**src/core/tpt_pkg.sv**
```systemverilog
package tpt_pkg;

  // ----------------------------------------------------------------
  // Register map (byte offsets on the 8-bit register port)
  // ----------------------------------------------------------------
  localparam logic [7:0] TPT_OFS_MODE   = 8'hDA;  // timer_mode_reg
  localparam logic [7:0] TPT_OFS_COUNT  = 8'hDB;  // count_value
  localparam logic [7:0] TPT_OFS_RELOAD = 8'hCD;  // reload_value, write only
  localparam logic [7:0] TPT_OFS_IRQ    = 8'hC0;  // tick_irq_enable / tick_irq_flag

  // ----------------------------------------------------------------
  // Field positions and reset values
  // ----------------------------------------------------------------
  localparam int         TPT_IRQ_EN_BIT   = 0;
  localparam int         TPT_IRQ_FLAG_BIT = 1;
  localparam logic [7:0] TPT_MODE_RST     = 8'h00;
  localparam logic [7:0] TPT_COUNT_RST    = 8'h00;
  localparam logic [7:0] TPT_RELOAD_RST   = 8'h00;
  localparam logic [7:0] TPT_RDATA_NONE   = 8'h00;

  // ----------------------------------------------------------------
  // Counter moduli as top-count masks
  // ----------------------------------------------------------------
  localparam logic [7:0] TPT_MASK_256 = 8'hFF;
  localparam logic [7:0] TPT_MASK_64  = 8'h3F;
  localparam logic [7:0] TPT_MASK_32  = 8'h1F;
  localparam logic [7:0] TPT_MASK_16  = 8'h0F;

  // Mode register, bit 7 down to bit 0
  typedef struct packed {
    logic       timer_run;
    logic [2:0] prescale_select;
    logic       clock_source_select;
    logic       reload_enable;
    logic       tone_out_enable;
    logic       pwm_out_enable;
  } tpt_mode_t;

  // One register port request
  typedef struct packed {
    logic [7:0] addr;
    logic [7:0] wdata;
    logic       wr;
    logic       rd;
  } tpt_req_t;

endpackage : tpt_pkg

```
**src/core/tpt_timer.sv**
```systemverilog
// Decided for this implementation: the address-and-strobe port and the address map.
`timescale 1ns/1ps

module tpt_timer (
  // Clock and reset
  input  wire logic       clk_sys_i,
  input  wire logic       rst_n_i,
  // Register port
  input  wire logic [7:0] addr_i,
  input  wire logic [7:0] wdata_i,
  input  wire logic       wr_i,
  input  wire logic       rd_i,
  output logic      [7:0] rdata_o,
  // External event input, synchronous to clk_sys_i
  input  wire logic       ext_event_i,
  // General I/O side of the shared pin
  input  wire logic       gpio_out_i,
  input  wire logic       gpio_oe_i,
  // Shared output pin
  output logic            shared_output_pin_o,
  output logic            shared_output_pin_oe_o,
  output logic            pin_takeover_o,
  // Timer status
  output logic            tick_irq_flag_o,
  output logic            tick_irq_o
);

  // ----------------------------------------------------------------
  // Helpers
  // ----------------------------------------------------------------
  // Top count for the active mode; plain timer always runs 256
  function automatic logic [7:0] mod_mask(input tpt_pkg::tpt_mode_t m);
    logic [7:0] r;
    r = tpt_pkg::TPT_MASK_256;
    if (m.pwm_out_enable) begin
      unique case ({m.reload_enable, m.tone_out_enable})
        2'b00: r = tpt_pkg::TPT_MASK_256;
        2'b01: r = tpt_pkg::TPT_MASK_64;
        2'b10: r = tpt_pkg::TPT_MASK_32;
        2'b11: r = tpt_pkg::TPT_MASK_16;
      endcase
    end
    return r;
  endfunction : mod_mask

  // ----------------------------------------------------------------
  // Reset synchroniser
  // ----------------------------------------------------------------
  logic rst_q1_ff;
  logic rst_q2_ff;
  logic rst_n;

  // Async assert, release through two flops
  always_ff @(posedge clk_sys_i or negedge rst_n_i) begin
    if (!rst_n_i) begin
      rst_q1_ff <= 1'b0;
      rst_q2_ff <= 1'b0;
    end else begin
      rst_q1_ff <= 1'b1;
      rst_q2_ff <= rst_q1_ff;
    end
  end
  assign rst_n = rst_q2_ff;

  // ----------------------------------------------------------------
  // Declarations
  // ----------------------------------------------------------------
  tpt_pkg::tpt_req_t  req;
  tpt_pkg::tpt_mode_t mode_ff;
  logic [7:0]         count_ff;
  logic [7:0]         nxt_count;
  logic [7:0]         ref_stage_ff;
  logic [7:0]         ref_active_ff;
  logic [7:0]         nxt_ref_active;
  logic [7:0]         pre_cnt_ff;
  logic [7:0]         pre_mask;
  logic [7:0]         cnt_mask;
  logic               ext_q_ff;
  logic               tick;
  logic               ovf;
  logic               wr_mode;
  logic               wr_count;
  logic               wr_reload;
  logic               wr_irq;
  logic               irq_en_ff;
  logic               irq_flag_ff;
  logic               tone_ff;
  logic               pwm_ff;
  logic               tone_mode;
  logic               pwm_mode;
  logic               reload_active;
  logic [7:0]         rdata_ff;
  assign req = '{addr: addr_i, wdata: wdata_i, wr: wr_i, rd: rd_i};

  // Write decode
  assign wr_mode   = req.wr && (req.addr == tpt_pkg::TPT_OFS_MODE);
  assign wr_count  = req.wr && (req.addr == tpt_pkg::TPT_OFS_COUNT);
  assign wr_reload = req.wr && (req.addr == tpt_pkg::TPT_OFS_RELOAD);
  assign wr_irq    = req.wr && (req.addr == tpt_pkg::TPT_OFS_IRQ);

  // ----------------------------------------------------------------
  // Mode register
  // ----------------------------------------------------------------
  // Plain read/write register, zero at reset
  always_ff @(posedge clk_sys_i or negedge rst_n) begin
    if (!rst_n) begin
      mode_ff <= tpt_pkg::tpt_mode_t'(tpt_pkg::TPT_MODE_RST);
    end else if (wr_mode) begin
      mode_ff <= tpt_pkg::tpt_mode_t'(req.wdata);
    end
  end

  assign pwm_mode      = mode_ff.pwm_out_enable;
  // Tone only counts while PWM is off; the pwm_out_enable gate here keeps that so
  assign tone_mode     = mode_ff.tone_out_enable && !mode_ff.pwm_out_enable;
  assign reload_active = mode_ff.reload_enable || mode_ff.pwm_out_enable;
  assign cnt_mask      = mod_mask(mode_ff);

  // ----------------------------------------------------------------
  // Tick source
  // ----------------------------------------------------------------
  // Divisor is 256 >> rate; a tick lands when the low bits are all ones
  assign pre_mask = tpt_pkg::TPT_MASK_256 >> mode_ff.prescale_select;

  // Free-running prescaler, parked at zero while stopped
  always_ff @(posedge clk_sys_i or negedge rst_n) begin
    if (!rst_n) begin
      pre_cnt_ff <= tpt_pkg::TPT_COUNT_RST;
    end else if (!mode_ff.timer_run) begin
      pre_cnt_ff <= tpt_pkg::TPT_COUNT_RST;
    end else begin
      pre_cnt_ff <= pre_cnt_ff + 8'h01;
    end
  end

  // Event input history for rising-edge detection
  always_ff @(posedge clk_sys_i or negedge rst_n) begin
    if (!rst_n) begin
      ext_q_ff <= 1'b0;
    end else begin
      ext_q_ff <= ext_event_i;
    end
  end

  // Event mode ignores the rate field entirely
  always_comb begin
    if (mode_ff.clock_source_select) begin
      tick = mode_ff.timer_run && ext_event_i && !ext_q_ff;
    end else begin
      tick = mode_ff.timer_run && ((pre_cnt_ff & pre_mask) == pre_mask);
    end
  end

  // ----------------------------------------------------------------
  // Counter and reference buffers
  // ----------------------------------------------------------------
  // Overflow when the masked count sits at the top of the modulus
  assign ovf = tick && ((count_ff & cnt_mask) == cnt_mask);

  // Staged value moves to the active buffer only at overflow, so a
  // write mid-period never reshapes the period under way
  assign nxt_ref_active = ovf ? ref_stage_ff : ref_active_ff;

  // Next count: PWM wraps to zero, reload mode loads the new value
  always_comb begin
    nxt_count = count_ff;
    if (ovf) begin
      if (pwm_mode) begin
        nxt_count = 8'h00;
      end else if (reload_active) begin
        nxt_count = nxt_ref_active;
      end else begin
        nxt_count = 8'h00;
      end
    end else if (tick) begin
      nxt_count = count_ff + 8'h01;
    end
  end

  // Counter holds while run is clear; a software write wins
  always_ff @(posedge clk_sys_i or negedge rst_n) begin
    if (!rst_n) begin
      count_ff <= tpt_pkg::TPT_COUNT_RST;
    end else if (wr_count) begin
      count_ff <= req.wdata;
    end else begin
      count_ff <= nxt_count;
    end
  end

  // Staging buffer, write only from software
  always_ff @(posedge clk_sys_i or negedge rst_n) begin
    if (!rst_n) begin
      ref_stage_ff <= tpt_pkg::TPT_RELOAD_RST;
    end else if (wr_reload) begin
      ref_stage_ff <= req.wdata;
    end
  end

  // Active comparison / reload buffer
  always_ff @(posedge clk_sys_i or negedge rst_n) begin
    if (!rst_n) begin
      ref_active_ff <= tpt_pkg::TPT_RELOAD_RST;
    end else begin
      ref_active_ff <= nxt_ref_active;
    end
  end

  // ----------------------------------------------------------------
  // Overflow flag and its enable
  // ----------------------------------------------------------------
  // Overflow sets the flag in every mode; set wins over a clear
  always_ff @(posedge clk_sys_i or negedge rst_n) begin
    if (!rst_n) begin
      irq_flag_ff <= 1'b0;
    end else if (ovf) begin
      irq_flag_ff <= 1'b1;
    end else if (wr_irq) begin
      irq_flag_ff <= req.wdata[tpt_pkg::TPT_IRQ_FLAG_BIT];
    end
  end

  // Enable only gates the request line
  always_ff @(posedge clk_sys_i or negedge rst_n) begin
    if (!rst_n) begin
      irq_en_ff <= 1'b0;
    end else if (wr_irq) begin
      irq_en_ff <= req.wdata[tpt_pkg::TPT_IRQ_EN_BIT];
    end
  end

  assign tick_irq_flag_o = irq_flag_ff;
  assign tick_irq_o      = irq_flag_ff && irq_en_ff;

  // ----------------------------------------------------------------
  // Waveforms
  // ----------------------------------------------------------------
  // Tone: toggle per overflow, gives half the overflow rate
  always_ff @(posedge clk_sys_i or negedge rst_n) begin
    if (!rst_n) begin
      tone_ff <= 1'b0;
    end else if (!mode_ff.timer_run || !tone_mode) begin
      tone_ff <= 1'b0;
    end else if (ovf) begin
      tone_ff <= !tone_ff;
    end
  end

  // PWM: compare the coming count with the coming reference so the
  // wrap and the buffer swap land in the same edge; zero stays low
  always_ff @(posedge clk_sys_i or negedge rst_n) begin
    if (!rst_n) begin
      pwm_ff <= 1'b0;
    end else if (!mode_ff.timer_run || !pwm_mode) begin
      pwm_ff <= 1'b0;
    end else begin
      pwm_ff <= (nxt_count & cnt_mask) < (nxt_ref_active & cnt_mask);
    end
  end

  // ----------------------------------------------------------------
  // Shared pin
  // ----------------------------------------------------------------
  // Enabling either function takes the pin from general I/O
  always_comb begin
    pin_takeover_o = pwm_mode || tone_mode;
    if (pwm_mode) begin
      shared_output_pin_o    = pwm_ff;
      shared_output_pin_oe_o = 1'b1;
    end else if (tone_mode) begin
      shared_output_pin_o    = tone_ff;
      shared_output_pin_oe_o = 1'b1;
    end else begin
      shared_output_pin_o    = gpio_out_i;
      shared_output_pin_oe_o = gpio_oe_i;
    end
  end

  // ----------------------------------------------------------------
  // Read port
  // ----------------------------------------------------------------
  // Data one cycle after the strobe; reload buffer reads as zero
  always_ff @(posedge clk_sys_i or negedge rst_n) begin
    if (!rst_n) begin
      rdata_ff <= tpt_pkg::TPT_RDATA_NONE;
    end else if (req.rd) begin
      unique case (req.addr)
        tpt_pkg::TPT_OFS_MODE:  rdata_ff <= mode_ff;
        tpt_pkg::TPT_OFS_COUNT: rdata_ff <= count_ff;
        tpt_pkg::TPT_OFS_IRQ:   rdata_ff <= {6'h00, irq_flag_ff, irq_en_ff};
        default:                rdata_ff <= tpt_pkg::TPT_RDATA_NONE;
      endcase
    end else begin
      rdata_ff <= tpt_pkg::TPT_RDATA_NONE;
    end
  end
  assign rdata_o = rdata_ff;
endmodule : tpt_timer

```
**config.mk**
```make
export PLATFORM = sky130hd
export DESIGN_NAME = tpt_timer
export DESIGN_NICKNAME = d
export VERILOG_FILES = /design/src/core/tpt_pkg.sv /design/src/core/tpt_timer.sv
export SDC_FILE = /design/constraint.sdc
export NUM_CORES = 1
export LEC_CHECK = 0
export ABC_CLOCK_PERIOD_IN_PS = 2000
export BUFFER_PORTS_ARGS = -buffer_cell sky130_fd_sc_hd__buf_2
export CAP_MARGIN = 30
export CORE_MARGIN = 4
export CORE_UTILIZATION = 57
export CTS_BUF_LIST = sky130_fd_sc_hd__clkbuf_4 sky130_fd_sc_hd__clkbuf_8
export DETAILED_ROUTE_END_ITERATION = 8
export PLACE_DENSITY = 0.8
export REMOVE_ABC_BUFFERS = 1
export SYNTH_ARGS = -nofsm -noshare
export SYNTH_HDL_FRONTEND = slang
export SYNTH_SLANG_ARGS = --single-unit
```
**constraint.sdc**
```tcl
create_clock -name clk_sys_i -period 2 [get_ports clk_sys_i]
set_input_delay 0.2 -clock clk_sys_i [delete_from_list [all_inputs] [get_ports clk_sys_i]]
set_output_delay 0.2 -clock clk_sys_i [all_outputs]
set_load 0.1 [all_outputs]
```
==> flow_summary.toml, run 1 <==
[yosys]
ys_warn_count = 0
syn_inst = 280
ys_ff_latch = 55
synth_cell_types = 48
netlist_area_um2 = 2930
synthFlopType = "dfrtp_1"
ys_seq_area_share_pct = 47.0
synth-async-reset-ratio_pct = 100
syn_area_per_cell_um2 = 10.4
synth-edff-count = 0

[floorplanning]
die_y_um = 79.6
ioPinCount = 36
initial_core_util_pct = 60.3
num_rows = 25
die_width_um = 79.6
coreArea_um2 = 4850
die-area_um2 = 6340

[sta]
rsz0062_at_grt = "true"
relSlewSlack_pct = 55.7
fin_skew_ps = 12.0
max_freq_mhz = 375
whs_ps = 14.6
setup_viol = 5
layout_setup_ws_ps = -666
slew_viol_final = 0
period_needed_ps = 2670
final-hold-violation-count = 0
tightest_slew_ps = 664
post-route-period-util_pct = 133
tns_ps = -768

[place]
place_area_um2 = 3590
dp_hpwl_mm = 5.51
dp_slack_ps = -763
placed_cells = 434
place_congestion = 0.924
numPortBuffers = 35

[power]
combPwrFrac_pct = 15.3
power.density_nw_per_um2 = 550
netSwitchingPower_mw = 0.577
sequentialPowerShare_pct = 53.9
power.internal_mw = 1.60
pwr-share-clk_pct = 30.8
max-vdd-ir-drop_v = 0.000451
p_leak_nw = 1.90
sw_frac_of_total_pct = 26.5
total_power_mw = 2.18

[cells_and_area]
final_cells = 450
antenna_cells = 0
layout-drive-gt1-share_pct = 45.4
final_cell_mix = "63 x buf_4, 53 x dfrtp_1, 35 x buf_2, 21 x mux2_2, 18 x nor2_1"
utilization_pct = 81.7
fin_area_um2 = 3960
nets = 414
area_delta_synth_final_pct = 35.4
layout_commonest_cell = "buf_4"
nFillCells = 273

[critical_path]
reg2reg_slack_ps = -670
rr_startpoint = "count_ff[1]"
path_class = "register to register"
startpoint_type = "register"
r2r_cells = 13
cp_max_fo = 3
crit_required_ps = 2200
r2r-end = "pwm_ff"
critical_path_arrival_ps = 2870
cp-end-kind = "register"

[drt]
wl_per_cell_um = 17.1
first_pass_iters = 5
viasPerCell = 5.82
first_iter_violations = 194
drc = 0
vias = 2617
ant_nets = 0
wl_mm = 7.71

[global_routing]
grt_use_total_pct = 25.7
grt_pass1_wl_mm = 12.6
overflow = 0
grt_pass1_vias = 2656
antenna_found_initial = 0
grt_max_degree = 54

[min_path]
hold_depth = 1
min_path_type = "input port to register"
min_from = "ext_event_i"
whs_endpoint = "ext_q_ff"

[outcome]
violations = "setup timing"
status = "complete, but fails checks"

[cts]
insertion_delay_ps = 310
cts_made_buffers = 5
cts.sinks = 55
cts-root-buf = "clkbuf_8"
htreeDepth = 2
clk_pin_slew_ps = 100
clock_path_buffers = 2
cts_tree = "built"

[job]
cap_violations = 0
==> worst max-delay path by stage <==
stage                start      to
5_1_grt           pwm_mode  pwm_ff
3_5_place_dp      pwm_mode  pwm_ff
2_1_floorplan     pwm_mode  pwm_ff
6_report       count_ff[1]  pwm_ff
3_3_place_gp      pwm_mode  pwm_ff
4_1_cts         mode_ff[5]  pwm_ff
==> metal layers <==
metal,vias up,global-route usage [%],share of wire (%)
met2,116,42.8,49
met1,1269,33.0,41
met5,-,0,0
li1,1210,-,-
met3,22,5.42,6.3
met4,0,8.93,3.1
==> state kept, by name (all words and copies together) (netlist names) <==
signal / flops
count_ff: 8
pre_cnt_ff: 8
rdata_o: 8
ref_active_ff: 8
ref_stage_ff: 8
mode_ff: 7
ext_q_ff: 1
irq_en_ff: 1
pwm_ff: 1
pwm_mode: 1
rst_n: 1
rst_q1_ff: 1
tick_irq_flag_o: 1
tone_ff: 1
==> synth_stat cells, types with 2 or more instances <==
| library cell | count | area share, % |
|---|---|---|
| dfrtp_1 | 55 | 47 |
| mux2_2 | 27 | 10 |
| nor2_1 | 20 | 2.6 |
| nand2_1 | 18 | 2.3 |
| o21ai_0 | 16 | 2.7 |
| a21oi_1 | 11 | 1.9 |
| and2_1 | 11 | 2.4 |
| mux2i_1 | 11 | 3.8 |
| nand3_1 | 11 | 1.9 |
| a31oi_1 | 9 | 1.9 |
| and3_1 | 9 | 1.9 |
| ha_1 | 9 | 3.8 |
| inv_1 | 9 | 1.2 |
| clkbuf_1 | 6 | 0.77 |
| nor2b_1 | 6 | 1.3 |
| xnor2_1 | 6 | 1.8 |
| a21boi_0 | 3 | 0.77 |
| buf_6 | 3 | 1.2 |
| a211oi_1 | 2 | 0.51 |
| a22oi_1 | 2 | 0.51 |
| nand2b_1 | 2 | 0.43 |
| nand4_1 | 2 | 0.43 |
| nand4b_1 | 2 | 0.60 |
| nor3_1 | 2 | 0.34 |
| nor4_1 | 2 | 0.43 |
| o31ai_1 | 2 | 0.51 |
| or2_2 | 2 | 0.43 |
| or3_1 | 2 | 0.43 |
==> area by class of cell <==
| class | count | area, µm² | area share, % |
|---|---|---|---|
| Multi-Input combinational cell | 206 | 1640 | 41.3 |
| Sequential cell | 55 | 1380 | 34.8 |
| Timing Repair Buffer | 105 | 726 | 18.3 |
| Clock buffer | 7 | 96.3 | 2.43 |
| Tap cell | 67 | 83.8 | 2.12 |
| Inverter | 9 | 33.8 | 0.853 |
| Clock inverter | 1 | 7.51 | 0.190 |
==> kinds of logic (layout without fill, tap and decap cells) <==
family | count (synthesis) | in the layout | synth area share [%]
AO/OA/AOI/OAI | 55 | 55 | 12.0
XOR/XNOR | 7 | 7 | 2.10
flip-flops | 55 | 55 | 47.0
multiplexers | 38 | 38 | 14.2
AND/OR/NAND/NOR | 96 | 96 | 17.5
buffers and inverters | 19 | 122 | 3.25
adder cells (fa/ha/maj) | 9 | 9 | 3.85
other | 1 | 1 | 0.128
==> worst max-delay path, cell delays in order (launching register included) <==
cell,delay (ps)
dfrtp_1,380
ha_2,180
and3_4,180
o21ai_2,80
or2_4,270
buf_6,120
a32o_1,230
o21bai_1,130
o211ai_1,110
ha_1,300
and4_1,230
nand4_1,110
a31oi_1,160
a21oi_1,80
==> power by group through the flow <==
stage          registers (mW)  logic (mW)  clock network [mW]
6_report                 1.17       0.333               0.672
5_1_grt                  1.18       0.362               0.732
4_1_cts                  1.17       0.314               0.679
3_5_place_dp             1.19       0.298                   0
3_3_place_gp             1.19       0.291                   0
2_1_floorplan            1.22       0.134                   0
==> timing repair <==
item,CTS,global route
resized for setup,29,26
gates cloned,0,0
pin swaps,21,13
hold buffers,1,0
endpoints found under the setup margin,9,10
setup buffers,3,4
hold endpoints to repair,2,0
(Power assumes the default switching activity.)
==> run 2, diff against run 1 <==
- ABC_AREA: not set -> 1
- PLACE_DENSITY: 0.8 -> 0.77
==> run 2 against run 1 <==
The flow still finishes with violations (setup timing). Final cell count grew 22%. Power grew 100%. Clock power grew 13%. Area after synthesis grew 3.3%. Critical path type unchanged.
==> flow_summary.toml, run 2 <==
[outcome]
status = "complete, but fails checks"
violations = "setup timing"

[floorplanning]
ioPinCount = 36
initial_core_util_pct = 59.2
die_y_um = 80.8
coreArea_um2 = 5110
die_width_um = 80.8
num_rows = 26
die-area_um2 = 6530

[sta]
relSlewSlack_pct = 59.5
layout_setup_ws_ps = -533
max_freq_mhz = 395
slew_viol_final = 0
fin_skew_ps = 12.9
tightest_slew_ps = 607
post-route-period-util_pct = 127
setup_viol = 1
period_needed_ps = 2530
rsz0062_at_grt = "true"
final-hold-violation-count = 0
whs_ps = 25.6

[yosys]
ys_ff_latch = 55
synth-async-reset-ratio_pct = 100
netlist_top_cells_area = "dfrtp_1 46%, nand2_1 10%, inv_1 7.0%, o21ai_0 5.0%, ha_1 3.7%"
synth-edff-count = 0
ys_warn_count = 0
netlist_area_um2 = 3020
synth_cell_types = 42
synth_common_cells = "81 x nand2_1, 56 x inv_1, 55 x dfrtp_1"
synth_top_area_share_pct = 45.5
syn_inst = 370
yosys.cell_count.top_type = "nand2_1"
synth_top_area_cell = "dfrtp_1"
synthFlopType = "dfrtp_1"
syn_area_per_cell_um2 = 8.17
ys_seq_area_share_pct = 45.5

[power]
sequentialPowerShare_pct = 34.1
max-vdd-ir-drop_v = 0.000757
power.internal_mw = 2.66
pwr-share-clk_pct = 17.3
p_leak_nw = 2.11
sw_frac_of_total_pct = 39.3
power.density_nw_per_um2 = 1100
total_power_mw = 4.38
netSwitchingPower_mw = 1.72
combPwrFrac_pct = 48.6

[global_routing]
overflow = 0
grt_max_degree = 54
grt_use_total_pct = 25.9
antenna_found_initial = 0
grt_pass1_vias = 2903
grt_pass1_wl_mm = 12.9

[drt]
first_pass_iters = 5
first_iter_violations = 329
wl_mm = 8.26
viasPerCell = 5.37
vias = 2960
wl_per_cell_um = 15.0
drc = 0
ant_nets = 0

[min_path]
min_from = "ext_event_i"
hold_depth = 1
whs_endpoint = "ext_q_ff"
min_path_type = "input port to register"

[place]
place_congestion = 0.922
dp_hpwl_mm = 5.86
numPortBuffers = 35
dp_slack_ps = -454
placed_cells = 537

[critical_path]
reg2reg_slack_ps = -530
cp-end-kind = "register"
critical_path_arrival_ps = 2790
r2r-end = "pwm_ff"
cp_max_fo = 4
cp_slowest_stage_delay_ps = 440
path_cells = "nand3_1 -> nand2_1 -> nand3_2 -> nor2_2 -> nand2_2 -> nand2_4 -> buf_6 -> nand2_4 -> o21ai_4 -> nand3_2 -> o21a_4 -> a21oi_4 -> ha_4 -> a21oi_2 -> nor2_1 -> a2111o_1 -> a21oi_2"
rr_startpoint = "mode_ff[6]"
path_class = "register to register"
crit_required_ps = 2250
startpoint_type = "register"
r2r_cells = 17
crit_slowest_cell = "dfrtp_1"

[cells_and_area]
nets = 512
utilization_pct = 78.1
multiInputGateArea_um2 = 1430
antenna_cells = 0
final_cells = 551
regArea_um2 = 1380
area_delta_synth_final_pct = 32.1
final_cell_mix = "80 x nand2_1, 73 x buf_4, 54 x inv_1, 54 x dfrtp_1, 33 x buf_2"
nFillCells = 356
layout-drive-gt1-share_pct = 34.1
layout_commonest_cell = "nand2_1"

[cts]
cts_made_buffers = 5
clock_path_buffers = 2
clk_pin_slew_ps = 110
cts.sinks = 55
cts_tree = "built"
htreeDepth = 2
cts-root-buf = "clkbuf_8"
insertion_delay_ps = 320

[job]
cap_violations = 0
[run 2: cell count changes after synthesis, moves of 7 or more]
cell     delta
mux2_2     -26
nor3_1      +7
nand2_1    +63
a31oi_1     -7
o22ai_1     +7
mux2i_1    -11
nor2_1      +8
and3_1      -9
nand3_1     +7
o21ai_0    +14
inv_1      +47
nand2_2     +8
and2_1     -10
[run 2: final cells by class]
class | instances | area share [%]
clock inverter | 3 | 1.10
tap | 70 | 2.19
inverter | 59 | 5.67
clock buffer | 5 | 1.72
timing repair buffer | 110 | 19.1
sequential | 55 | 34.5
multi-input combinational | 249 | 35.7
[run 2: power by group through the flow]
| stage | clock (mW) | combinational [mW] | sequential [mW] |
|---|---|---|---|
| finish | 0.756 | 2.13 | 1.49 |
| global route | 0.810 | 2.32 | 1.52 |
| CTS | 0.757 | 2.02 | 1.49 |
| detailed placement | 0 | 1.99 | 1.51 |
| global placement | 0 | 1.91 | 1.50 |
| floorplan | 0 | 1.01 | 1.60 |
[run 2: stage by stage]
stage / TNS [ps] / instance area (µm²)
6_report: -533 / 3990
5_1_grt: -799 / 3990
4_1_cts: -440 / 3900
3_5_place_dp: -454 / 3760
3_3_place_gp: -392 / 3760
2_1_floorplan: -2980 / 2970
[run 2: how the worst max path moves through the flow]
stage | slack (ps) | end | from
floorplan | -2200 | shared_output_pin_o | pwm_mode
detailed placement | -450 | pwm_ff | mode_ff[5]
CTS | -440 | pwm_ff | mode_ff[5]
finish | -530 | pwm_ff | mode_ff[6]
global route | -690 | pwm_ff | mode_ff[5]
global placement | -390 | pwm_ff | count_ff[0]
[run 2: critical path, delay by kind of cell (launching register included)]
kind            cells  cell delay, ps
compound gates      6             950
fa+ha+maj           1             220
flops               1             440
simple gates        9             730
buf+inv             1             120
[run 2: timing repair]
item	CTS	global route
gates resized for setup	5	13
setup buffers	0	5
gates cloned	0	0
endpoints found under the hold margin	2	0
hold buffers	1	0
pin swaps	1	4
endpoints found under the setup margin	2	5
[run 2: cell families (layout without fill, tap and decap cells)]
kind of cell / after synthesis / after routing / synth area share, %
buffers and inverters: 66 / 177 / 9.32
AO/OA/AOI/OAI: 71 / 71 / 14.7
multiplexers: 1 / 1 / 0.373
flip-flops: 55 / 55 / 45.5
AND/OR/NAND/NOR: 165 / 165 / 25.7
XOR/XNOR: 2 / 2 / 0.580
adder cells (fa/ha/maj): 9 / 9 / 3.73
other: 1 / 1 / 0.124
[run 2: layer usage]
| metal | GRT usage (%) | share of wire [%] |
|---|---|---|
| met5 | 0 | 0 |
| met4 | 10.8 | 3.4 |
| met3 | 5.54 | 8.7 |
| met2 | 43.9 | 47 |
| met1 | 31.9 | 40 |
